File: config.mk
export PLATFORM = sky130hd
export DESIGN_NAME = esr_shift_register
export DESIGN_NICKNAME = d
export VERILOG_FILES = /design/src/shared/esr_pkg.sv /design/src/hdl/esr_shift_register.sv
export SDC_FILE = /design/constraint.sdc
export NUM_CORES = 1
export LEC_CHECK = 0
export ABC_AREA = 1
export BUFFER_PORTS_ARGS = -buffer_cell sky130_fd_sc_hd__buf_2
export CORE_ASPECT_RATIO = 0.75
export CORE_MARGIN = 5
export CORE_UTILIZATION = 32
export CTS_CLUSTER_SIZE = 8
export DETAILED_ROUTE_END_ITERATION = 10
export MAX_ROUTING_LAYER = met4
export SETUP_SLACK_MARGIN = 0.4
export SLEW_MARGIN = 10
export SYNTH_ARGS = -nofsm -noshare
export SYNTH_HDL_FRONTEND = slang
export SYNTH_SLANG_ARGS = --single-unit
File: constraint.sdc
create_clock -name i_clk -period 1.94 [get_ports i_clk]
set_clock_uncertainty 0.1 [all_clocks]
set_input_delay 0.194 -clock i_clk [delete_from_list [all_inputs] [get_ports i_clk]]
set_output_delay 0.194 -clock i_clk [all_outputs]
set_load 0.05 [all_outputs]
File: src/shared/esr_pkg.sv
package esr_pkg;
  localparam int unsigned ESR_STAGES = 8;
  localparam int unsigned ESR_TAP_LO = 5;
  localparam int unsigned ESR_TAP_HI = 7;
  localparam int unsigned ESR_TAPS = ESR_TAP_HI - ESR_TAP_LO + 1;
  localparam int unsigned ESR_FIFO_DEPTH = 4;
  localparam logic [ESR_STAGES-1:0] ESR_STAGE_RST = 8'h00;
  localparam logic [ESR_TAPS-1:0] ESR_TAP_RST = 3'h0;

  typedef struct packed {
    logic load_select;
    logic serial_in;
    logic [ESR_STAGES-1:0] parallel_in;
  } esr_sample_t;

  localparam int unsigned ESR_SAMPLE_W = $bits(esr_sample_t);
  localparam esr_sample_t ESR_SAMPLE_RST = '0;
endpackage : esr_pkg
File: src/hdl/esr_shift_register.sv
// Behaviour
// - eight flip-flop stages in one chain, holding their value between edges.
// - state changes only when a queued shift clock rising edge is popped; inputs sampled at that edge.
// - load select high loads all parallel inputs; taps show inputs five to seven.
// - load select low shifts right, serial input entering stage zero.
// - serial bit reaches taps five, six, seven after six, seven, eight shifts.
// - only stages five, six and seven drive outputs.
// - each stage takes its input value once per edge, no ripple.
`timescale 1ns/10ps

module esr_fifo #(
  parameter int unsigned WIDTH = 10,
  parameter int unsigned DEPTH = 4
) (
  input wire logic i_clk,
  input wire logic i_sys_rst,
  input wire logic i_in_valid,
  output logic o_in_ready,
  input wire logic [WIDTH-1:0] i_in_data,
  output logic o_out_valid,
  input wire logic i_out_ready,
  output logic [WIDTH-1:0] o_out_data
);
  localparam int unsigned AW = (DEPTH > 1) ? $clog2(DEPTH) : 1;
  localparam logic [AW:0] FULL_CNT = (AW + 1)'(DEPTH);
  localparam logic [AW-1:0] LAST_IDX = AW'(DEPTH - 1);

  logic [WIDTH-1:0] mem_ff [DEPTH];
  logic [AW-1:0] wr_ptr_ff;
  logic [AW-1:0] rd_ptr_ff;
  logic [AW:0] count_ff;
  logic do_push;
  logic do_pop;

  assign o_in_ready = (count_ff != FULL_CNT);
  assign o_out_valid = (count_ff != '0);
  assign o_out_data = mem_ff[rd_ptr_ff];
  assign do_push = i_in_valid && o_in_ready;
  assign do_pop = o_out_valid && i_out_ready;

  function automatic logic [AW-1:0] ptr_inc(input logic [AW-1:0] p);
    ptr_inc = (p == LAST_IDX) ? '0 : p + 1'b1;
  endfunction : ptr_inc

  always_ff @(posedge i_clk) begin
    if (do_push) begin
      mem_ff[wr_ptr_ff] <= i_in_data;
    end
  end

  always_ff @(posedge i_clk) begin
    if (i_sys_rst) begin
      wr_ptr_ff <= '0;
      rd_ptr_ff <= '0;
    end else begin
      if (do_push) begin
        wr_ptr_ff <= ptr_inc(wr_ptr_ff);
      end
      if (do_pop) begin
        rd_ptr_ff <= ptr_inc(rd_ptr_ff);
      end
    end
  end

  always_ff @(posedge i_clk) begin
    if (i_sys_rst) begin
      count_ff <= '0;
    end else if (do_push && !do_pop) begin
      count_ff <= count_ff + 1'b1;
    end else if (do_pop && !do_push) begin
      count_ff <= count_ff - 1'b1;
    end
  end

  fifo_bound_a: assert property (@(posedge i_clk) disable iff (i_sys_rst)
    count_ff <= FULL_CNT)
    else $error("fifo count above depth");

  // queue bookkeeping
  fifo_push_a: assert property (@(posedge i_clk) disable iff (i_sys_rst)
    do_push && !do_pop |=> count_ff == $past(count_ff) + 1'b1)
    else $error("fifo count missed a push");

  fifo_pop_a: assert property (@(posedge i_clk) disable iff (i_sys_rst)
    do_pop && !do_push |=> count_ff == $past(count_ff) - 1'b1)
    else $error("fifo count missed a pop");

  // first word into an empty queue is the one offered next
  fifo_first_a: assert property (@(posedge i_clk) disable iff (i_sys_rst)
    do_push && count_ff == '0 |=> o_out_data == $past(i_in_data))
    else $error("fifo head word wrong");

  fifo_keep_a: assert property (@(posedge i_clk) disable iff (i_sys_rst)
    o_out_valid && !i_out_ready |=> o_out_valid && $stable(o_out_data))
    else $error("fifo head changed while stalled");

  fifo_ptr_a: assert property (@(posedge i_clk) disable iff (i_sys_rst)
    count_ff == '0 || count_ff == FULL_CNT |-> wr_ptr_ff == rd_ptr_ff)
    else $error("fifo pointers apart when empty or full");

  fifo_refuse_a: assert property (@(posedge i_clk) disable iff (i_sys_rst)
    i_in_valid && !o_in_ready && !i_out_ready |=> count_ff == FULL_CNT)
    else $error("refused word changed a full queue");

  fifo_wr_hold_a: assert property (@(posedge i_clk) disable iff (i_sys_rst)
    !o_in_ready |=> $stable(wr_ptr_ff))
    else $error("write pointer moved while full");
endmodule : esr_fifo

module esr_shift_register
  import esr_pkg::*;
(
  input wire logic i_clk,
  input wire logic i_sys_rst,
  input wire logic i_shift_clock,
  input wire logic i_load_select,
  input wire logic i_serial_in,
  input wire logic [ESR_STAGES-1:0] i_parallel_in,
  input wire logic i_drain_hold,
  output logic [ESR_TAPS-1:0] o_tap_outputs,
  output logic o_overrun
);
  logic [2:0] clk_sync_ff;
  esr_sample_t smp_s1_ff;
  esr_sample_t smp_s2_ff;
  logic clk_rise;
  logic fifo_in_ready;
  logic fifo_out_valid;
  esr_sample_t fifo_out;
  logic pop;
  logic [ESR_STAGES-1:0] stage_ff;
  logic [ESR_STAGES-1:0] nxt_stage;
  logic [ESR_TAPS-1:0] tap_ff;
  logic overrun_ff;

  // two-flop synchronisers; third clock flop only feeds edge detection
  always_ff @(posedge i_clk) begin
    if (i_sys_rst) begin
      clk_sync_ff <= '0;
    end else begin
      clk_sync_ff <= {clk_sync_ff[1:0], i_shift_clock};
    end
  end

  always_ff @(posedge i_clk) begin
    if (i_sys_rst) begin
      smp_s1_ff <= ESR_SAMPLE_RST;
      smp_s2_ff <= ESR_SAMPLE_RST;
    end else begin
      smp_s1_ff <= '{load_select: i_load_select, serial_in: i_serial_in,
                     parallel_in: i_parallel_in};
      smp_s2_ff <= smp_s1_ff;
    end
  end

  // falling edges produce nothing
  assign clk_rise = clk_sync_ff[1] && !clk_sync_ff[2];

  rise_once_a: assert property (@(posedge i_clk) disable iff (i_sys_rst)
    clk_rise |=> !clk_rise)
    else $error("one shift clock edge pushed twice");

  // an edge into an empty queue carries the sample taken alongside it
  edge_queue_a: assert property (@(posedge i_clk) disable iff (i_sys_rst)
    clk_rise && !fifo_out_valid |=> fifo_out_valid && fifo_out == $past(smp_s2_ff))
    else $error("edge sample not queued");

  edge_idle_a: assert property (@(posedge i_clk) disable iff (i_sys_rst)
    !clk_rise && !fifo_out_valid |=> !fifo_out_valid)
    else $error("queue filled without a shift clock edge");

  esr_fifo #(
    .WIDTH(ESR_SAMPLE_W),
    .DEPTH(ESR_FIFO_DEPTH)
  ) u_fifo (
    .i_clk(i_clk),
    .i_sys_rst(i_sys_rst),
    .i_in_valid(clk_rise),
    .o_in_ready(fifo_in_ready),
    .i_in_data(smp_s2_ff),
    .o_out_valid(fifo_out_valid),
    .i_out_ready(!i_drain_hold),
    .o_out_data(fifo_out)
  );

  assign pop = fifo_out_valid && !i_drain_hold;

  drain_stall_a: assert property (@(posedge i_clk) disable iff (i_sys_rst)
    i_drain_hold |-> !pop)
    else $error("edge applied while drain held");

  // edge lost when the queue is full
  always_ff @(posedge i_clk) begin
    if (i_sys_rst) begin
      overrun_ff <= 1'b0;
    end else if (clk_rise && !fifo_in_ready) begin
      overrun_ff <= 1'b1;
    end
  end

  // overrun flag
  overrun_set_a: assert property (@(posedge i_clk) disable iff (i_sys_rst)
    clk_rise && !fifo_in_ready |=> o_overrun)
    else $error("dropped edge not flagged");

  overrun_keep_a: assert property (@(posedge i_clk) disable iff (i_sys_rst)
    o_overrun |=> o_overrun)
    else $error("overrun flag cleared without reset");

  overrun_cause_a: assert property (@(posedge i_clk) disable iff (i_sys_rst)
    $rose(o_overrun) |-> $past(clk_rise) && !$past(fifo_in_ready))
    else $error("overrun flagged without a dropped edge");

  always_comb begin
    nxt_stage = stage_ff;
    if (pop) begin
      if (fifo_out.load_select) begin
        nxt_stage = fifo_out.parallel_in;
      end else begin
        nxt_stage = {stage_ff[ESR_STAGES-2:0], fifo_out.serial_in};
      end
    end
  end

  always_ff @(posedge i_clk) begin
    if (i_sys_rst) begin
      stage_ff <= ESR_STAGE_RST;
    end else begin
      stage_ff <= nxt_stage;
    end
  end

  always_ff @(posedge i_clk) begin
    if (i_sys_rst) begin
      tap_ff <= ESR_TAP_RST;
    end else begin
      tap_ff <= nxt_stage[ESR_TAP_HI:ESR_TAP_LO];
    end
  end

  assign o_tap_outputs = tap_ff;
  assign o_overrun = overrun_ff;

  // helper: serial bits of consecutive shifts since last load
  logic [ESR_STAGES-1:0] hist_ff;
  logic [3:0] run_ff;
  // shift counts after which tap five, tap six and every stage follow the history
  localparam logic [3:0] RUN_TAP5 = 4'(ESR_TAP_LO + 1);
  localparam logic [3:0] RUN_TAP6 = 4'(ESR_TAP_HI);
  localparam logic [3:0] RUN_FULL = 4'(ESR_STAGES);
  always_ff @(posedge i_clk) begin
    if (i_sys_rst) begin
      hist_ff <= '0;
      run_ff <= '0;
    end else if (pop && fifo_out.load_select) begin
      run_ff <= '0;
    end else if (pop) begin
      hist_ff <= {hist_ff[ESR_STAGES-2:0], fifo_out.serial_in};
      run_ff <= (run_ff == RUN_FULL) ? run_ff : run_ff + 4'h1;
    end
  end

  hold_idle_a: assert property (@(posedge i_clk) disable iff (i_sys_rst)
    !pop |=> $stable(stage_ff) && $stable(o_tap_outputs))
    else $error("stages changed without a shift edge");

  rise_push_a: assert property (@(posedge i_clk) disable iff (i_sys_rst)
    $rose(clk_sync_ff[2]) |-> !clk_rise ##0 $past(clk_rise))
    else $error("edge detect mismatched");

  load_taps_a: assert property (@(posedge i_clk) disable iff (i_sys_rst)
    pop && fifo_out.load_select |=>
      stage_ff == $past(fifo_out.parallel_in) &&
      o_tap_outputs == $past(fifo_out.parallel_in[ESR_TAP_HI:ESR_TAP_LO]))
    else $error("parallel load wrong");

  shift_in_a: assert property (@(posedge i_clk) disable iff (i_sys_rst)
    pop && !fifo_out.load_select |=> stage_ff[0] == $past(fifo_out.serial_in))
    else $error("serial input not in stage zero");

  serial_five_a: assert property (@(posedge i_clk) disable iff (i_sys_rst)
    run_ff >= RUN_TAP5 |-> o_tap_outputs[0] == hist_ff[5])
    else $error("serial bit late on tap five");

  serial_seven_a: assert property (@(posedge i_clk) disable iff (i_sys_rst)
    run_ff == RUN_FULL |-> o_tap_outputs[2] == hist_ff[7] && o_tap_outputs[1] == hist_ff[6])
    else $error("serial bit late on tap six or seven");

  taps_match_a: assert property (@(posedge i_clk) disable iff (i_sys_rst)
    ##1 o_tap_outputs == stage_ff[ESR_TAP_HI:ESR_TAP_LO])
    else $error("taps differ from final stages");

  no_ripple_a: assert property (@(posedge i_clk) disable iff (i_sys_rst)
    pop && !fifo_out.load_select |=>
      stage_ff[ESR_STAGES-1:1] == $past(stage_ff[ESR_STAGES-2:0]))
    else $error("shift moved more than one stage");

  shift_chain_a: assert property (@(posedge i_clk) disable iff (i_sys_rst)
    pop && !fifo_out.load_select |=>
      stage_ff == {$past(stage_ff[ESR_STAGES-2:0]), $past(fifo_out.serial_in)})
    else $error("shift chain contents wrong");

  serial_six_a: assert property (@(posedge i_clk) disable iff (i_sys_rst)
    run_ff >= RUN_TAP6 |-> o_tap_outputs[1] == hist_ff[6])
    else $error("serial bit late on tap six");

  stage_history_a: assert property (@(posedge i_clk) disable iff (i_sys_rst)
    run_ff == RUN_FULL |-> stage_ff == hist_ff)
    else $error("stages differ from serial history");
endmodule : esr_shift_register

==> summary.md <==
The count of yosys warnings during synthesis is 0. The first global-routing pass estimated 9760 um of wire. The pre-antenna-repair detailed-routing pass consisted of 4 iterations. The height of the die was 95.0 um; the clock net sink count was 81. Counting stages on the worst path, the most repeated cell is sky130_fd_sc_hd__inv_4. The congestion estimate from routability-driven global placement came to 0.759.

For the sum of internal, switching and leakage power, the log shows 5360 uW. In the synthesized netlist the dominant register cell turns out to be sky130_fd_sc_hd__dfxtp_1. The cell area that synthesis handed to floorplanning was 3080 um^2. The proportion of synthesized flip-flops having asynchronous set or reset was 0%. The relative slew slack was 75.1%; the via count was 2000. The worst-case IR drop observed on VDD is 0.000608 V.

The depth of the CTS H-tree is 3. For the number of endpoints with negative hold slack in the final report, the log shows 0. The critical path goes through inv_4 > a31oi_4 > inv_4 > ha_4 > inv_4 > fa_2 > a21oi_2 > o21ai_2 > o21ai_1 > a21oi_1. During I/O placement, the number of pins put on the boundary was 18. The detail route stage leaves a number of antenna-violating nets equal to 0. The clock latency on the worst-skew pair is 0.33 ns, and the power density over the cells is 1360 nW/um^2. The number of antenna violations at the first check in global routing came out at 0.

The logs give 23 for the distinct cell type count of the synthesized netlist and 32.3% for the initial standard-cell utilization of the core. The path class of the tightest hold or removal check is input pin to register. The cell count after synthesis came out at 293.

The maximum number of pins on one net before global-route repair is 21. Setup repair after global routing could not meet its margin everywhere. For the static leakage, the log shows 0.00162 uW. The routed via count divided by cell count was 4.21. At the worst endpoint, the required time is 2.06 ns.

The deepest clock path buffer count is 2. The aggregate global routing overflow came out at 0. In this run the horizontal extent of the chip is 123 um. The number of endpoints failing setup at the final stage was 0; the number of buffer cells added on primary ports was 17. Summing the sequential cell areas from Yosys gives 65.7% of the chip area.

The number of storage elements in the synthesis netlist was 81. After detailed routing, the average wire length per cell comes to 12.1 um. When the netlist entered floorplanning its net count stood at 314. The largest total area in the synthesized netlist belongs to sky130_fd_sc_hd__edfxtp_1.

Buffers inserted during clock tree synthesis total 9. The area growth from synthesis to layout is 27.8%. The final antenna diode count is 0. After detailed routing, the total wire length is 5760 um. The core region is 9540 um^2. Iteration-0 DRC count of the detailed router: 82. In this run, synthesis inferred 40 flip-flops with an integrated enable. The category of the most critical setup path is register to register.

For this run, design rule violations remaining after detail routing come to 0. The number of rows created at floorplan was 31; the register clock-pin slew on the reported worst setup and hold paths was 0.06 ns. The largest stage delay on the critical path is 0.37 ns, and the synthesized area divided by synthesized cell count is 10.5 um^2. Cells with a size suffix above 1 make up 24.5% of the layout. The peak fanout along the critical path was 4. After routing, the total negative slack on setup checks comes to 0 ns. TritonCTS built the clock tree. Ranked by total cell area, the synthesized netlist is headed by sky130_fd_sc_hd__edfxtp_1 (39%), sky130_fd_sc_hd__dfxtp_1 (27%), sky130_fd_sc_hd__nand2_1 (5.7%). The flow ran to the end, and the final reports show no timing, DRC or antenna violations.

At the pin with the least slew margin, the transition time is 0.372 ns. For the final-report max-slew violation count, the log shows 0. The arrival time at the worst endpoint is 1.86 ns. The final critical path takes up 89.5% of the cycle.

Cell with the most instances after synthesis: sky130_fd_sc_hd__nand2_1. The die covers 11700 um^2. Fill cells in the final layout number 963.

The all-layer global routing usage came out at 11.4%. By count the netlist is led by sky130_fd_sc_hd__nand2_1 (47), sky130_fd_sc_hd__dfxtp_1 (41), sky130_fd_sc_hd__edfxtp_1 (40). The run gives 0.0818 ns as the post-route worst hold slack. For the finished layout, the period the worst path requires is 1.74 ns.

Slowest cell on the critical path: sky130_fd_sc_hd__fa_2. The max-cap violation count is 0, and the fmax is 576 MHz. The final layout net count came out at 359. The cell chosen for the clock root is sky130_fd_sc_hd__clkbuf_16. The run gives 1907 as the via count of the first global-routing pass. The share of synthesized area in the top cell type comes to 39.0%. STA classifies the critical path startpoint as a register. STA classifies the critical path endpoint as a register. Once detailed placement completed, the half-perimeter wirelength came to 3770 um.
[through the flow]
step / utilization [%] / std cells / area [um^2] / setup slack (ns)
after floorplan: - / 293 / 3120 / 0.267
after global placement: 35.3 / 440 / 3360 / 0.172
after detailed placement: 35.3 / 440 / 3360 / 0.162
after CTS: 40.6 / 473 / 3870 / 0.213
after global routing: 41.2 / 475 / 3940 / 0.112
final: 41.2 / 475 / 3940 / 0.204
[final timing paths]
path                            depth (start not counted)  slack [ns]                  to                from
worst max-delay path                                   10        0.20  u_fifo.count_ff[2]  u_fifo.count_ff[0]
worst min-delay path                                    2        0.08         stage_ff[0]           i_sys_rst
worst max register to register                         10        0.20  u_fifo.count_ff[2]  u_fifo.count_ff[0]
worst min register to register                          2        0.30        smp_s2_ff[1]        smp_s1_ff[1]
[cell type report]
type	count	area [um^2]	area share, %
flip-flops and latches	81	2030	51.6
multi-input cells	160	877	22.3
repair buffers	48	358	9.09
clock buffers	10	229	5.82
well taps	132	165	4.20
inverters	38	160	4.07
clock inverters	6	115	2.93
[what timing repair did]
action | 4_1_cts | 5_1_grt
setup endpoints to repair | 2 | 40
hold buffers | 11 | 0
endpoints found under the hold margin | 11 | 0
pin swaps | 3 | 5
setup buffers | 6 | 2
resized for setup | 2 | 17
[registers in the layout (all words and copies together) (netlist names), named ones only]
register,count
clk_sync_ff,3
o_overrun,1
smp_s1_ff,10
smp_s2_ff,10
stage_ff,8
u_fifo.count_ff,3
u_fifo.mem_ff,40
u_fifo.rd_ptr_ff,2
u_fifo.wr_ptr_ff,2
[cells by family after synthesis]
kind of cell	Yosys count	share of synthesized area [%]
simple gates	115	16.6
flops	81	65.7
buf+inv	52	7.88
compound gates	38	6.79
fa+ha+maj	7	3.09
[cell usage in the layout (no fill, tap or decap), drive strengths merged, types with 3 or more instances in the layout]
master,Yosys,final
o21ai,14,14
nand2,54,54
nand3,28,28
nor2,32,32
edfxtp,40,40
clkbuf,0,10
dfxtp,41,41
bufinv,0,3
a21oi,21,21
ha,6,6
dlygate4sd3,0,11
inv,38,39
buf,14,37
[power by group]
part,leakage [uW],total [uW],switching [uW],internal [uW]
logic,0.000742,1360,837,519
registers,0.000710,2100,121,1970
clock network,0.000163,1910,644,1260
total,0.00162,5360,1600,3760
[worst max-delay path: cells and delay by family, from the launching register on]
| family | cells | cell delay [ns] |
|---|---|---|
| flip-flops | 1 | 0.33 |
| adder cells (fa/ha/maj) | 2 | 0.50 |
| buffers and inverters | 3 | 0.19 |
| AO/OA/AOI/OAI | 5 | 0.50 |
[metal layers]
layer | part of all wire (%) | wire, um | GRT usage, %
met1 | 49 | 2820 | 15.0
met2 | 45 | 2570 | 16.6
met3 | 5.4 | 309 | 4.61
met4 | 0.96 | 55 | 2.76
met5 | 0 | 0 | -
No activity file was read; power rests on OpenSTA's default activity.
